File: src/serial_card_pkg.sv
package serial_card_pkg;
  localparam int NPORTS = 2;
  localparam int NIRQ = 9;
  localparam int QUEUE_DEPTH = 16;
  // ***************************************************
  // register locations within a port
  // ***************************************************
  localparam logic [2:0] REG_DATA = 3'h0;
  localparam logic [2:0] REG_IER = 3'h1;
  localparam logic [2:0] REG_IIR = 3'h2;
  localparam logic [2:0] REG_LCR = 3'h3;
  localparam logic [2:0] REG_MCR = 3'h4;
  localparam logic [2:0] REG_LSR = 3'h5;
  localparam int LCR_STOP2 = 2;
  localparam int LCR_PAR_EN = 3;
  localparam int LCR_PAR_EVEN = 4;
  localparam int LCR_DLAB = 7;
  localparam int IER_RX = 0;
  localparam int IER_TX = 1;
  localparam int MCR_RTS = 1;
  localparam logic [7:0] IIR_NONE = 8'h01;
  localparam logic [7:0] IIR_TX = 8'h02;
  localparam logic [7:0] IIR_RX = 8'h04;
  localparam logic [7:0] LCR_RESET = 8'h03;
  localparam logic [15:0] DIVISOR_RESET = 16'h0001;
  localparam logic [3:0] OVERSAMPLE_LAST = 4'hf;
  localparam logic [3:0] OVERSAMPLE_MID = 4'h7;
  localparam int SW_ENABLE = 7;
  // factory switch banks, bit n is position n+1, 1 = closed
  localparam logic [7:0] FACTORY_PORT_ONE = 8'hfa;
  localparam logic [7:0] FACTORY_PORT_TWO = 8'hba;
  // ***************************************************
  // types
  // ***************************************************
  typedef enum logic [3:0] {
    ROUTE_NONE = 4'h0, ROUTE_IRQ2_9 = 4'h1, ROUTE_IRQ3 = 4'h2, ROUTE_IRQ4 = 4'h3,
    ROUTE_IRQ5 = 4'h4, ROUTE_IRQ7 = 4'h5, ROUTE_IRQ10 = 4'h6, ROUTE_IRQ11 = 4'h7,
    ROUTE_IRQ12 = 4'h8, ROUTE_IRQ15 = 4'h9
  } irq_route_t;
  typedef enum logic [1:0] {
    IRQ_NORMAL = 2'h0, IRQ_SHARED = 2'h1, IRQ_SHARED_PULLDOWN = 2'h2
  } irq_mode_t;
  typedef enum logic [2:0] {
    LINE_IDLE = 3'b000, LINE_START = 3'b001, LINE_DATA = 3'b011,
    LINE_PARITY = 3'b010, LINE_STOP = 3'b110
  } line_state_t;
  typedef struct packed {
    logic [9:0] addr;
    logic ior;
    logic iow;
    logic aen;
    logic [7:0] data;
  } isa_io_t;
  typedef struct packed {
    logic [7:0] switches;
    irq_route_t route;
    irq_mode_t mode;
    logic rts_driver_ctrl;
    logic differential;
  } port_cfg_t;
endpackage
File: src/byte_queue.sv
`timescale 1ns/100ps
`default_nettype none
module byte_queue #(
  parameter int WIDTH = 8,
  parameter int DEPTH = 16
) (
  input wire logic i_mclk, // system clock
  input wire logic i_reset, // sync reset
  input wire logic i_push, // write request
  input wire logic [WIDTH-1:0] i_push_data, // write data
  input wire logic i_pop, // read request
  output logic [WIDTH-1:0] o_head, // oldest entry, registered
  output logic o_empty, // no entries
  output logic o_full // no room
);
  localparam int AW = $clog2(DEPTH);
  typedef struct packed {
    logic [AW-1:0] wr_ptr;
    logic [AW-1:0] rd_ptr;
    logic [AW:0] count;
    logic [WIDTH-1:0] head;
  } queue_state_t;
  queue_state_t s;
  queue_state_t next_s;
  logic [WIDTH-1:0] mem [DEPTH];
  logic do_push;
  logic do_pop;
  // ***************************************************
  // pointers and prefetched head
  // ***************************************************
  // pushes to a full queue and pops from an empty one are dropped
  always_comb begin
    do_push = i_push && !o_full;
    do_pop = i_pop && !o_empty;
    next_s = s;
    next_s.wr_ptr = AW'(s.wr_ptr + AW'(do_push));
    next_s.rd_ptr = AW'(s.rd_ptr + AW'(do_pop));
    next_s.count = (AW + 1)'(s.count + (AW + 1)'(do_push) - (AW + 1)'(do_pop));
    // bypass so a byte written to the next head slot is seen at once
    if (do_push && s.wr_ptr == next_s.rd_ptr) begin
      next_s.head = i_push_data;
    end else begin
      next_s.head = mem[next_s.rd_ptr];
    end
  end
  assign o_empty = (s.count == '0);
  assign o_full = (s.count == (AW + 1)'(DEPTH));
  assign o_head = s.head;
  // storage has no reset; only pointers, count and head need a defined value
  always_ff @(posedge i_mclk) begin
    if (do_push) begin
      mem[s.wr_ptr] <= i_push_data;
    end
    if (i_reset) begin
      s <= '0;
    end else begin
      s <= next_s;
    end
  end
endmodule
`default_nettype wire

File: src/serial_card.sv
`timescale 1ns/100ps
`default_nettype none
module serial_card #(
  parameter int QUEUE_DEPTH = serial_card_pkg::QUEUE_DEPTH
) (
  input wire logic i_mclk, // 10 MHz clock
  input wire logic i_reset, // sync reset, high
  input wire serial_card_pkg::isa_io_t i_bus, // I/O cycle from the slot
  input wire serial_card_pkg::port_cfg_t [1:0] i_port_cfg, // switches and jumpers
  input wire logic [8:0] i_ext_pulldown, // pull-down from another card
  input wire logic [1:0] i_rxd, // serial receive per port
  output logic [7:0] o_data, // read data, registered
  output logic o_data_oe, // drive data bus
  output logic [1:0] o_port_select, // uart chip select
  output logic [8:0] o_irq_line, // request line level
  output logic [8:0] o_irq_line_oe, // request line driven
  output logic [8:0] o_irq_pulldown, // our pull-down on line
  output logic [1:0] o_txd, // serial transmit per port
  output logic [1:0] o_rts, // request to send
  output logic [1:0] o_line_drive_en, // transmitter enable
  output logic [1:0] o_factory_setting // bank at factory value and differential set
);
  typedef struct packed {
    logic [7:0] ier;
    logic [7:0] lcr;
    logic [7:0] mcr;
    logic [15:0] divisor;
    logic [15:0] baud_cnt;
    logic tick;
    serial_card_pkg::line_state_t tx_st;
    logic [3:0] tx_sub;
    logic [2:0] tx_bit;
    logic [7:0] tx_shift;
    logic tx_par;
    logic tx_stop2;
    logic txd;
    serial_card_pkg::line_state_t rx_st;
    logic [3:0] rx_sub;
    logic [2:0] rx_bit;
    logic [7:0] rx_shift;
    logic overrun;
    logic framing;
  } uart_t;
  typedef struct packed {
    uart_t [1:0] port;
    logic ior_q;
    logic iow_q;
    logic [7:0] rdata;
  } state_t;
  state_t s;
  state_t next_s;
  logic [1:0] tx_push;
  logic [1:0] tx_pop;
  logic [1:0] tx_empty;
  logic [1:0][7:0] tx_head;
  logic [1:0] rx_push;
  logic [1:0] rx_pop;
  logic [1:0] rx_empty;
  logic [1:0] rx_full;
  logic [1:0][7:0] rx_head;
  logic [1:0][7:0] rx_wdata;
  logic [1:0] uart_irq;
  logic [1:0] cs;
  logic rd_edge;
  logic wr_edge;
  // ***************************************************
  // helpers
  // ***************************************************
  // closed switch reads 1, so the compared address bit is its inverse
  function automatic logic [6:0] base_of(input logic [7:0] sw);
    logic [6:0] b;
    b = '0;
    for (int i = 0; i < 7; i++) begin
      b[6 - i] = ~sw[i];
    end
    return b;
  endfunction
  // route code n maps to request line n-1
  function automatic logic [3:0] line_of(input serial_card_pkg::irq_route_t r);
    return 4'(r - 4'h1);
  endfunction
  // ***************************************************
  // address decode
  // ***************************************************
  // seven-bit compare of A9..A3; A2..A0 choose the register
  always_comb begin
    for (int p = 0; p < 2; p++) begin
      cs[p] = (i_bus.ior || i_bus.iow) && !i_bus.aen
        && i_port_cfg[p].switches[serial_card_pkg::SW_ENABLE]
        && i_bus.addr[9:3] == base_of(i_port_cfg[p].switches);
    end
  end
  assign o_port_select = cs;
  assign rd_edge = i_bus.ior && !s.ior_q;
  assign wr_edge = i_bus.iow && !s.iow_q;
  assign o_data_oe = i_bus.ior && (cs != 2'b00);
  assign o_data = s.rdata;
  // ***************************************************
  // per-port uart: registers, transmitter, receiver
  // ***************************************************
  // both ports run the same logic on separate state and queues
  always_comb begin
    logic [2:0] last_bit;
    logic [7:0] lsr;
    logic tick;
    last_bit = '0;
    lsr = '0;
    tick = 1'b0;
    next_s = s;
    next_s.ior_q = i_bus.ior;
    next_s.iow_q = i_bus.iow;
    tx_push = '0;
    tx_pop = '0;
    rx_push = '0;
    rx_pop = '0;
    rx_wdata = '0;
    uart_irq = '0;
    for (int p = 0; p < 2; p++) begin
      last_bit = 3'({1'b0, s.port[p].lcr[1:0]} + 3'h4);
      lsr = {1'b0, tx_empty[p] && s.port[p].tx_st == serial_card_pkg::LINE_IDLE,
        tx_empty[p], 1'b0, s.port[p].framing, 1'b0, s.port[p].overrun, !rx_empty[p]};
      // 16x oversample tick from the programmable divisor
      tick = s.port[p].tick;
      next_s.port[p].tick = 1'b0;
      next_s.port[p].baud_cnt = 16'(s.port[p].baud_cnt + 16'h1);
      if (s.port[p].baud_cnt + 16'h1 >= s.port[p].divisor) begin
        next_s.port[p].baud_cnt = '0;
        next_s.port[p].tick = 1'b1;
      end
      // register reads; status clears before any same-cycle set below
      if (rd_edge && cs[p]) begin
        unique case (i_bus.addr[2:0])
          serial_card_pkg::REG_DATA: begin
            if (s.port[p].lcr[serial_card_pkg::LCR_DLAB]) begin
              next_s.rdata = s.port[p].divisor[7:0];
            end else begin
              next_s.rdata = rx_head[p];
              rx_pop[p] = 1'b1;
            end
          end
          serial_card_pkg::REG_IER: begin
            next_s.rdata = s.port[p].lcr[serial_card_pkg::LCR_DLAB] ?
              s.port[p].divisor[15:8] : s.port[p].ier;
          end
          serial_card_pkg::REG_IIR: begin
            if (s.port[p].ier[serial_card_pkg::IER_RX] && !rx_empty[p]) begin
              next_s.rdata = serial_card_pkg::IIR_RX;
            end else if (s.port[p].ier[serial_card_pkg::IER_TX] && tx_empty[p]) begin
              next_s.rdata = serial_card_pkg::IIR_TX;
            end else begin
              next_s.rdata = serial_card_pkg::IIR_NONE;
            end
          end
          serial_card_pkg::REG_LCR: next_s.rdata = s.port[p].lcr;
          serial_card_pkg::REG_MCR: next_s.rdata = s.port[p].mcr;
          serial_card_pkg::REG_LSR: begin
            next_s.rdata = lsr;
            next_s.port[p].overrun = 1'b0;
            next_s.port[p].framing = 1'b0;
          end
          default: next_s.rdata = 8'h00;
        endcase
      end
      // register writes
      if (wr_edge && cs[p]) begin
        unique case (i_bus.addr[2:0])
          serial_card_pkg::REG_DATA: begin
            if (s.port[p].lcr[serial_card_pkg::LCR_DLAB]) begin
              next_s.port[p].divisor[7:0] = i_bus.data;
            end else begin
              tx_push[p] = 1'b1;
            end
          end
          serial_card_pkg::REG_IER: begin
            if (s.port[p].lcr[serial_card_pkg::LCR_DLAB]) begin
              next_s.port[p].divisor[15:8] = i_bus.data;
            end else begin
              next_s.port[p].ier = i_bus.data;
            end
          end
          serial_card_pkg::REG_LCR: next_s.port[p].lcr = i_bus.data;
          serial_card_pkg::REG_MCR: next_s.port[p].mcr = i_bus.data;
          default: ;
        endcase
      end
      // transmitter: start, 5..8 data, optional parity, 1 or 2 stop
      if (s.port[p].tx_st == serial_card_pkg::LINE_IDLE) begin
        next_s.port[p].txd = 1'b1;
        if (!tx_empty[p]) begin
          tx_pop[p] = 1'b1;
          next_s.port[p].tx_shift = tx_head[p];
          next_s.port[p].tx_st = serial_card_pkg::LINE_START;
          next_s.port[p].tx_sub = '0;
          next_s.port[p].tx_stop2 = 1'b0;
          next_s.port[p].tx_par = 1'b0;
          next_s.port[p].txd = 1'b0;
        end
      end else if (tick) begin
        next_s.port[p].tx_sub = 4'(s.port[p].tx_sub + 4'h1);
        if (s.port[p].tx_sub == serial_card_pkg::OVERSAMPLE_LAST) begin
          unique case (s.port[p].tx_st)
            serial_card_pkg::LINE_START: begin
              next_s.port[p].tx_st = serial_card_pkg::LINE_DATA;
              next_s.port[p].tx_bit = '0;
              next_s.port[p].txd = s.port[p].tx_shift[0];
            end
            serial_card_pkg::LINE_DATA: begin
              next_s.port[p].tx_par = s.port[p].tx_par ^ s.port[p].tx_shift[0];
              next_s.port[p].tx_shift = {1'b0, s.port[p].tx_shift[7:1]};
              next_s.port[p].tx_bit = 3'(s.port[p].tx_bit + 3'h1);
              next_s.port[p].txd = s.port[p].tx_shift[1];
              if (s.port[p].tx_bit == last_bit) begin
                if (s.port[p].lcr[serial_card_pkg::LCR_PAR_EN]) begin
                  next_s.port[p].tx_st = serial_card_pkg::LINE_PARITY;
                  next_s.port[p].txd = next_s.port[p].tx_par
                    ^ !s.port[p].lcr[serial_card_pkg::LCR_PAR_EVEN];
                end else begin
                  next_s.port[p].tx_st = serial_card_pkg::LINE_STOP;
                  next_s.port[p].txd = 1'b1;
                end
              end
            end
            serial_card_pkg::LINE_PARITY: begin
              next_s.port[p].tx_st = serial_card_pkg::LINE_STOP;
              next_s.port[p].txd = 1'b1;
            end
            serial_card_pkg::LINE_STOP: begin
              if (s.port[p].lcr[serial_card_pkg::LCR_STOP2] && !s.port[p].tx_stop2) begin
                next_s.port[p].tx_stop2 = 1'b1;
              end else begin
                next_s.port[p].tx_st = serial_card_pkg::LINE_IDLE;
              end
            end
            default: next_s.port[p].tx_st = serial_card_pkg::LINE_IDLE;
          endcase
        end
      end
      // receiver: centre of start bit checked, then one sample per bit
      if (tick) begin
        next_s.port[p].rx_sub = 4'(s.port[p].rx_sub + 4'h1);
        unique case (s.port[p].rx_st)
          serial_card_pkg::LINE_IDLE: begin
            next_s.port[p].rx_sub = '0;
            if (!i_rxd[p]) begin
              next_s.port[p].rx_st = serial_card_pkg::LINE_START;
            end
          end
          serial_card_pkg::LINE_START: begin
            if (s.port[p].rx_sub == serial_card_pkg::OVERSAMPLE_MID) begin
              next_s.port[p].rx_sub = '0;
              next_s.port[p].rx_bit = '0;
              next_s.port[p].rx_st = i_rxd[p] ? serial_card_pkg::LINE_IDLE
                : serial_card_pkg::LINE_DATA;
            end
          end
          serial_card_pkg::LINE_DATA: begin
            if (s.port[p].rx_sub == serial_card_pkg::OVERSAMPLE_LAST) begin
              next_s.port[p].rx_shift = {i_rxd[p], s.port[p].rx_shift[7:1]};
              next_s.port[p].rx_bit = 3'(s.port[p].rx_bit + 3'h1);
              if (s.port[p].rx_bit == last_bit) begin
                next_s.port[p].rx_st = s.port[p].lcr[serial_card_pkg::LCR_PAR_EN] ?
                  serial_card_pkg::LINE_PARITY : serial_card_pkg::LINE_STOP;
              end
            end
          end
          serial_card_pkg::LINE_PARITY: begin
            if (s.port[p].rx_sub == serial_card_pkg::OVERSAMPLE_LAST) begin
              next_s.port[p].rx_st = serial_card_pkg::LINE_STOP;
            end
          end
          serial_card_pkg::LINE_STOP: begin
            if (s.port[p].rx_sub == serial_card_pkg::OVERSAMPLE_LAST) begin
              next_s.port[p].rx_st = serial_card_pkg::LINE_IDLE;
              rx_wdata[p] = s.port[p].rx_shift >> (3'h3 - {1'b0, s.port[p].lcr[1:0]});
              // set after the read clear so a new error is never lost
              if (!i_rxd[p]) begin
                next_s.port[p].framing = 1'b1;
              end
              if (rx_full[p]) begin
                next_s.port[p].overrun = 1'b1;
              end else begin
                rx_push[p] = 1'b1;
              end
            end
          end
          default: next_s.port[p].rx_st = serial_card_pkg::LINE_IDLE;
        endcase
      end
      uart_irq[p] = (s.port[p].ier[serial_card_pkg::IER_RX] && !rx_empty[p])
        || (s.port[p].ier[serial_card_pkg::IER_TX] && tx_empty[p]);
    end
  end
  // ***************************************************
  // interrupt routing
  // ***************************************************
  // shared lines idle low through one pull-down; shared ports only ever drive high
  always_comb begin
    logic [3:0] ln;
    logic [8:0] pull_present;
    ln = '0;
    o_irq_pulldown = '0;
    o_irq_line = '0;
    o_irq_line_oe = '0;
    for (int p = 0; p < 2; p++) begin
      if (i_port_cfg[p].route != serial_card_pkg::ROUTE_NONE
          && i_port_cfg[p].mode == serial_card_pkg::IRQ_SHARED_PULLDOWN) begin
        o_irq_pulldown[line_of(i_port_cfg[p].route)] = 1'b1;
      end
    end
    pull_present = o_irq_pulldown | i_ext_pulldown;
    for (int p = 0; p < 2; p++) begin
      ln = line_of(i_port_cfg[p].route);
      // a disabled port keeps quiet even if its jumper is left in place
      if (i_port_cfg[p].route != serial_card_pkg::ROUTE_NONE
          && i_port_cfg[p].switches[serial_card_pkg::SW_ENABLE]) begin
        if (i_port_cfg[p].mode == serial_card_pkg::IRQ_NORMAL) begin
          o_irq_line_oe[ln] = 1'b1;
          o_irq_line[ln] = o_irq_line[ln] | uart_irq[p];
        end else if (uart_irq[p] && pull_present[ln]) begin
          o_irq_line_oe[ln] = 1'b1;
          o_irq_line[ln] = 1'b1;
        end
      end
    end
  end
  // ***************************************************
  // line side outputs
  // ***************************************************
  always_comb begin
    for (int p = 0; p < 2; p++) begin
      o_txd[p] = s.port[p].txd;
      o_rts[p] = s.port[p].mcr[serial_card_pkg::MCR_RTS];
      // rs-232 drivers are never turned off
      o_line_drive_en[p] = !i_port_cfg[p].differential || !i_port_cfg[p].rts_driver_ctrl
        || s.port[p].mcr[serial_card_pkg::MCR_RTS];
    end
    o_factory_setting[0] = i_port_cfg[0].switches == serial_card_pkg::FACTORY_PORT_ONE
      && i_port_cfg[0].differential;
    o_factory_setting[1] = i_port_cfg[1].switches == serial_card_pkg::FACTORY_PORT_TWO
      && i_port_cfg[1].differential;
  end
  // ***************************************************
  // queues
  // ***************************************************
  for (genvar g = 0; g < 2; g++) begin : g_port
    byte_queue #(.WIDTH(8), .DEPTH(QUEUE_DEPTH)) tx_queue (
      .i_mclk(i_mclk), .i_reset(i_reset), .i_push(tx_push[g]),
      .i_push_data(i_bus.data), .i_pop(tx_pop[g]), .o_head(tx_head[g]),
      .o_empty(tx_empty[g]), .o_full());
    byte_queue #(.WIDTH(8), .DEPTH(QUEUE_DEPTH)) rx_queue (
      .i_mclk(i_mclk), .i_reset(i_reset), .i_push(rx_push[g]),
      .i_push_data(rx_wdata[g]), .i_pop(rx_pop[g]), .o_head(rx_head[g]),
      .o_empty(rx_empty[g]), .o_full(rx_full[g]));
  end
  // ***************************************************
  // state register
  // ***************************************************
  always_ff @(posedge i_mclk) begin
    if (i_reset) begin
      s <= '0;
      for (int p = 0; p < 2; p++) begin
        s.port[p].lcr <= serial_card_pkg::LCR_RESET;
        s.port[p].divisor <= serial_card_pkg::DIVISOR_RESET;
        s.port[p].txd <= 1'b1;
      end
    end else begin
      s <= next_s;
    end
  end
endmodule
`default_nettype wire

File: config.mk
export PLATFORM = sky130hd
export DESIGN_NAME = serial_card
export DESIGN_NICKNAME = d
export VERILOG_FILES = /design/src/serial_card_pkg.sv /design/src/byte_queue.sv /design/src/serial_card.sv
export SDC_FILE = /design/constraint.sdc
export NUM_CORES = 2
export LEC_CHECK = 0
export BUFFER_PORTS_ARGS = -buffer_cell sky130_fd_sc_hd__buf_2
export CAP_MARGIN = 5
export CORE_UTILIZATION = 30
export CTS_BUF_LIST = sky130_fd_sc_hd__clkbuf_4
export CTS_CLUSTER_SIZE = 40
export DETAILED_ROUTE_END_ITERATION = 12
export GPL_TIMING_DRIVEN = 1
export PLACE_DENSITY = 0.46
export SLEW_MARGIN = 30
export SYNTH_ARGS = -nofsm -noshare
export SYNTH_HDL_FRONTEND = slang
export SYNTH_SLANG_ARGS = --single-unit
File: constraint.sdc
create_clock -name i_mclk -period 6 [get_ports i_mclk]
set_input_delay 1.8 -clock i_mclk [delete_from_list [all_inputs] [get_ports i_mclk]]
set_output_delay 1.8 -clock i_mclk [all_outputs]
set_load 0.03 [all_outputs]
# After elaboration in Yosys (flattened, before gate mapping)
# Memories as Yosys holds them, arrays and structs flattened. A register that Yosys moved wholly into a read port is not among the register bits.
# Index checks and enable logic that the tools add are counted.
# W data, S select, Z words.
[totals]
regBits = 258
mem_bits_rw = 512
mem_bits_ro = 16
inputBits = 66
out_inout_bits = 46
elab_cells = 458
n_memories = 5
[classes]
addsub = 32
order_cmp = 6
n_eq_ne = 59
shift = 2
muxes = 145
n_bitwise = 29
reduce_logical = 125
[mem_list]
columns = ["name", "depth", "width", "rd", "rd_ports_with_merged_regs", "wr", "line_no", "source"]
rows = [
  ["g_port[0].rx_queue.mem", 16, 8, 1, 1, 1, "byte_queue.sv:25", "logic [WIDTH-1:0] mem [DEPTH];"],
  ["g_port[0].tx_queue.mem", 16, 8, 1, 1, 1, "byte_queue.sv:25", ""],
  ["g_port[1].rx_queue.mem", 16, 8, 1, 1, 1, "byte_queue.sv:25", ""],
  ["g_port[1].tx_queue.mem", 16, 8, 1, 1, 1, "byte_queue.sv:25", ""],
  ["(no name shown)", 16, 1, 1, 0, 0, "serial_card.sv:318", "o_irq_line[ln] = o_irq_line[ln] | uart_irq[p];"],
]
[op_table]
columns = ["op", "count"]
rows = [
  ["$mux W9", 15],
  ["$mux W8", 12],
  ["$pmux W8 S6", 2],
  ["$mux W11", 6],
  ["$mux W3", 20],
  ["$mux W1", 48],
  ["$mux W21", 2],
  ["$logic_and A1 B1 Y1", 38],
  ["$or A9 B9 Y9", 4],
  ["$add A16 B1 Y16 const B", 2],
  ["$add A4 B1 Y4", 8],
  ["$ge A16 B16 Y1", 2],
  ["$reduce_bool A2 Y1", 16],
  ["$eq A3 B2 Y1 const B", 10],
  ["$pmux W3 S5", 2],
  ["$reduce_and A3 Y1", 10],
  ["$mux W14", 2],
  ["$mux W2", 14],
  ["$mux W7", 4],
  ["$ne A2 B2 Y1 const B", 14],
  ["$pmux W3 S2", 4],
  ["$pmux W3 S4", 2],
  ["$reduce_and A4 Y1", 6],
  ["$add A5 B1 Y5", 4],
  ["39 further kinds", 151],
]

# Depth between registers and ports, before layout
[depth]
word_depth = 21
mapped_depth = 15
ltp_nobuf = 15

# Modules after synthesis
# From an unflattened synthesis, not the netlist that was laid out.
[hier_totals]
cells_unflattened = 3832
area_unflattened_um2 = 39785.7
[by_module_without_submodules]
columns = ["mod", "n_inst", "cells_each", "area_per_inst_um2", "seq_area_each_um2"]
rows = [
  ["byte_queue", 4, 556, 6750.2, 4264.1],
  ["serial_card", 1, 1608, 12784.8, 4124.0],
]

# Worst setup path before layout
# No wires, ideal clock.
[synth_timing]
kind = "input-to-output"
from = "input port i_port_cfg[4] in the netlist's numbering"
to = "output port o_irq_line_oe[1]"
arrival_time_ps = 5128
required_ps = 4200
setup_slack_ps = -928
path_stages = 11
n_path_buf = 1
path_cell_list = "buf_4 -> inv_1 -> ha_1 -> nor4b_2 -> a21oi_1 -> o32ai_1 -> o21ba_2 -> a311oi_1 -> a41oi_4 -> o21ai_1 -> o31ai_1"
[synth_between]
elab_chain_len = 19
elab_cells_between_ends = 26
classes_between = "1 x add/sub; 2 x order compare; 14 x mux; 3 x bitwise; 6 x reduce/logical"
[synth_lines]
columns = ["item", "line_no", "source"]
rows = [
  ["start, declared", "serial_card.sv:9", "input wire serial_card_pkg::port_cfg_t [1:0] i_port_cfg,"],
  ["$sub A4 B1 Y4", "serial_card.sv:80", "return 4'(r - 4'h1);"],
  ["$lt A4 B5 Y1 (not written as such) or $ge A4 B1 Y1 (tied branches)", "serial_card.sv:307", "o_irq_pulldown[line_of(i_port_cfg[p].route)] = 1'b1;"],
  ["$logic_and A1 B1 Y1 (not written as such)", "serial_card.sv:307", ""],
  ["$mux W1 (not written as such)", "serial_card.sv:307", ""],
  ["$demux W1 S4", "serial_card.sv:307", ""],
  ["$mux W9 (*)", "serial_card.sv:305", "if (i_port_cfg[p].route != serial_card_pkg::ROUTE_NONE"],
  ["$or A9 B9 Y9 (no source line)", "n/a", ""],
  ["$mux W9 (*)", "serial_card.sv:305", ""],
  ["via o_irq_pulldown[5]", "serial_card.sv:17", "output logic [8:0] o_irq_pulldown,"],
  ["(+3 left out)", "n/a", ""],
  ["$logic_and A1 B1 Y1", "serial_card.sv:319", "end else if (uart_irq[p] && pull_present[ln]) begin"],
  ["$mux W9", "serial_card.sv:319", ""],
  ["$mux W9", "serial_card.sv:316", "if (i_port_cfg[p].mode == serial_card_pkg::IRQ_NORMAL) begin"],
  ["$mux W9", "serial_card.sv:314", "if (i_port_cfg[p].route != serial_card_pkg::ROUTE_NONE"],
  ["$or A9 B9 Y9 (no source line)", "n/a", ""],
  ["$mux W9", "serial_card.sv:319", ""],
  ["$mux W9", "serial_card.sv:316", ""],
  ["$mux W9 (*)", "serial_card.sv:314", ""],
  ["end, declared", "serial_card.sv:16", "output logic [8:0] o_irq_line_oe,"],
]
# The timed path passes the listed nets; every way through them passes the cells marked *. The select of a mux whose other input is x is not followed.

# Final worst setup path
[layout_timing]
from = "input port i_port_cfg[4] in the netlist's numbering"
to = "output port o_irq_line[2]"
[layout_between]
elab_chain_len = 21
elab_cells_between_ends = 34
classes_between = "1 x add/sub; 2 x order compare; 18 x mux; 6 x bitwise; 6 x reduce/logical; 1 x memory"
[layout_lines]
columns = ["item", "line_no", "source"]
rows = [
  ["$sub A4 B1 Y4", "serial_card.sv:80", ""],
  ["$lt A4 B5 Y1 (not written as such) or $ge A4 B1 Y1 (tied branches)", "serial_card.sv:307, serial_card.sv:318, serial_card.sv:321", ""],
  ["$logic_and A1 B1 Y1 (not written as such)", "serial_card.sv:307, serial_card.sv:318, serial_card.sv:321", ""],
  ["$mux W1 (not written as such)", "serial_card.sv:307, serial_card.sv:318, serial_card.sv:321", ""],
  ["$demux W1 S4", "serial_card.sv:307, serial_card.sv:318, serial_card.sv:321", ""],
  ["$mux W9", "serial_card.sv:305", ""],
  ["$or A9 B9 Y9 (no source line)", "n/a", ""],
  ["$mux W9", "serial_card.sv:305", ""],
  ["(+5 left out)", "n/a", ""],
  ["$mux W9", "serial_card.sv:316", ""],
  ["$mux W9", "serial_card.sv:314", ""],
  ["$bmux W1 S4", "serial_card.sv:318", ""],
  ["$mux W1 (not written as such)", "serial_card.sv:318", ""],
  ["$or A1 B1 Y1", "serial_card.sv:318", ""],
  ["$bwmux W9", "serial_card.sv:318", ""],
  ["$mux W9", "serial_card.sv:316", ""],
  ["$mux W9 (*)", "serial_card.sv:314", ""],
  ["end, declared", "serial_card.sv:15", "output logic [8:0] o_irq_line,"],
]
# Mark *: on every way between the ends. The rest lies on a longest branch, timed or not. The select of a mux whose other input is x is not followed.

==> flow_metrics.py <==
metrics = {
    "routing": {
        "viasPerCell": 4.907,
        "wl_um": 97180,
        "drt-initial-drc-count": 1663,
        "num_vias": 24262,
        "drc_errors": 0,
        "drtPass1Iterations": 5,
        "wl_per_cell_um": 19.66,
        "ant_nets": 0,
    },
    "power": {
        "powerDensity_nw_per_um2": 334.9,
        "p_leak_nw": 14.77,
        "ir_drop_uv": 213.6,
    },
    "synthesis": {
        "synth_edf_count": 512,
        "ys_ff_latch": 802,
        "synth_async_sr_flop_share_pct": 0,
        "synth_cell_type_count": 110,
        "synthesis.area_um2": 36100,
        "synth_top_area_share_pct": 42.58,
        "ys_seq_area_share_pct": 58.66,
        "ys.flop_type": "edfxtp_1",
        "synth_area_leaders": "edfxtp_1, dfxtp_1, mux4_2",
        "syn_avg_cell_area_um2": 12.76,
        "yosys_warnings": 0,
        "synthCells": 2830,
        "syn_nets": 2991,
        "yosys.area.top_type": "edfxtp_1",
    },
    "floorplanning": {
        "ios": 112,
        "rows": 126,
        "start_util_pct": 30.41,
        "die_x_um": 348.9,
        "dieArea_um2": 121700,
        "coreArea_um2": 118700,
        "fp.dieH_um": 348.9,
    },
    "sta": {
        "post-route-min-period_ns": 6.084,
        "finalSetupViolations": 18,
        "maxSlewHeadroom_pct": 35.66,
        "clock_skew_ns": 0.08401,
        "fmax_mhz": 164.4,
        "worst_slack_ns": -0.08431,
        "hold_viol": 0,
        "drv_slew": 0,
        "rsz0062_at_grt": "yes",
        "worst_pin_slew_ns": 0.9646,
        "finalCritPeriodShare_pct": 101.4,
    },
    "clocking": {
        "clock-sinks": 802,
        "clock_latency_ns": 1.09,
        "cts_tree": "built",
        "postCtsHoldBufs": 0,
        "ctsHtreeMaxLevel": 4,
        "numCtsBuffers": 209,
        "cts_buffer_depth": 3,
        "path_clk_slew_ns": 0.06,
        "root_buffer": "clkbuf_4",
    },
    "place": {
        "portBuffers": 111,
        "place_ws_ns": -0.3082,
        "hpwl_um": 65070,
        "placed_cells": 4552,
        "gp_congestion": 0.8605,
    },
    "global_route": {
        "grt_pass1_wl_um": 149600,
        "grt_max_degree": 90,
        "grt_pass1_vias": 25191,
        "grt-ovfl-total": 0,
        "antenna_found_initial": 4,
        "grt_use_total_pct": 15.99,
    },
    "worst_setup_path": {
        "critPathArrivalTime_ns": 4.28,
        "max_stage_delay_ns": 0.39,
        "reg2reg_depth": 11,
        "crit_path_cell_trace": "buf_8, inv_6, ha_4, or2_4, o31a_1, nor2_4, a221oi_4, a211o_1, a41oi_4, a21oi_4, buf_12, a32oi_4, buf_6",
        "critical_path_class": "input pin to output pin",
        "r2r_end": "g_port[1].tx_queue.o_head[0]$_SDFF_PP0_",
        "reg2reg_setup_slack_ns": 1.99,
        "critPathSlowestCell": "o31a_1",
        "cp.required_ns": 4.20,
        "r2r-start": "g_port[1].tx_queue.s[10]$_SDFF_PP0_",
        "startpoint_type": "input pin",
        "path_max_fanout": 8,
        "crit_path_end_kind": "output pin",
    },
    "min_path": {
        "hold_path_class": "flip-flop to flip-flop",
        "hold_end": "s[188]$_SDFFE_PP0P_",
        "worstHoldStart": "s[188]$_SDFFE_PP0P_",
        "worstHoldPathCells": 2,
    },
    "layout": {
        "seq_area_um2": 21180,
        "nNetsFinal": 3330,
        "num-fill-cells": 11689,
        "most-common-layout-cells": "edfxtp_1, clkbuf_4, nand2_1",
        "multiInputGateArea_um2": 14510,
        "area_growth_pct": 18.70,
        "final_cells": 4944,
        "layout_commonest_cell": "edfxtp_1",
        "drive_gt1_share_pct": 27.60,
    },
    "job": {
        "maxCapViolations": 0,
    },
    "outcome": {
        "failed_checks": "setup timing",
        "status": "finished, violations left",
    },
}
## state kept, by name, summed over array words and instances (netlist names)
| signal | count |
|---|---|
| g_port.rx_queue.o_head | 16 |
| g_port.rx_queue.mem | 256 |
| o_txd | 2 |
| g_port.tx_queue.o_head | 16 |
| o_rts | 2 |
| o_data | 8 |
| g_port.tx_queue.mem | 256 |
| s | 194 |
| g_port.tx_queue.s | 26 |
| g_port.rx_queue.s | 26 |
## worst max-delay path, delay by kind of cell
family / cells / cell delay, ns
compound gates: 6 / 1.43
fa+ha+maj: 1 / 0.17
buf+inv: 4 / 0.45
simple gates: 2 / 0.42
## cell families after synthesis
kind of cell             Yosys count  share of synthesized area, %
buffers and inverters            251                         2.953
AND/OR/NAND/NOR                  887                         11.74
flip-flops                       802                         58.66
adder cells (fa/ha/maj)           95                         3.375
AO/OA/AOI/OAI                    461                         8.442
XOR/XNOR                         107                         2.637
multiplexers                     227                         12.19
## synthesized netlist by cell type (17+ instances only)
library cell	count
o21ai_0	46
xor2_1	56
ha_1	91
mux2i_1	52
xnor2_1	49
clkbuf_1	114
a21oi_1	199
a22oi_1	29
nor2_1	242
nor2b_1	46
a21boi_0	27
nand3_1	85
a211oi_1	19
nand2b_1	25
nand2_1	299
nand3b_1	20
inv_1	92
a21o_1	17
mux4_2	167
edfxtp_1	512
nor3_1	53
dfxtp_1	290
## power breakdown
part | leakage, nW | internal [mW] | switching, mW
registers | 6.99 | 5.98 | 0.127
clock network | 1.62 | 2.51 | 2.29
logic | 6.17 | 1.63 | 1.81
total | 14.8 | 10.1 | 4.23
## what timing repair did
item | CTS | global route
hold endpoints to repair | 0 | 0
setup buffers | 4 | 0
setup endpoints to repair | 18 | 18
resized for setup | 67 | 9
cloned | 1 | 0
pin swaps | 19 | 1
## final cells by class
cell class	count	share of cell area (%)
clock inverters	74	1.016
well taps	1600	4.671
diodes	7	0.04087
repair buffers	285	4.806
inverters	94	0.8350
clock buffers	305	5.343
multi-input cells	1777	33.87
flip-flops and latches	802	49.42
## metrics by stage
stage          power, mW  hold slack [ns]  cell area, um2  setup TNS [ns]  util (%)
2_1_floorplan      8.694           0.4174           36420         -0.2560         -
3_3_place_gp       9.677           0.4375           39610          -3.733     33.36
3_5_place_dp       9.726           0.4458           39680          -4.210     33.42
4_1_cts            14.62           0.4539           42740         -0.9438     36.01
5_1_grt            15.17           0.4710           42850          -2.252     36.10
6_report           14.35           0.4536           42860         -0.8213     36.10
## worst max-delay path by stage
stage,startpoint,endpoint,slack (ns),cells after the start
finish,i_port_cfg[4],o_irq_line[2],-0.08,13
global route,i_port_cfg[4],o_irq_line[4],-0.16,13
CTS,i_port_cfg[4],o_irq_line[2],-0.09,13
detailed placement,i_port_cfg[20],o_irq_line_oe[1],-0.31,13
global placement,i_port_cfg[5],o_irq_line_oe[1],-0.28,13
floorplan,i_port_cfg[4],o_irq_line[0],-0.04,11
## per-layer routing
layer	GRT usage [%]	up-vias	wire length, um
met5	0	-	8
met4	5.442	2	2293
met3	3.492	179	4679
met2	26.66	606	47150
met1	20.43	12071	43050
li1	-	11404	-
No activity file was read; power rests on OpenSTA's default activity.
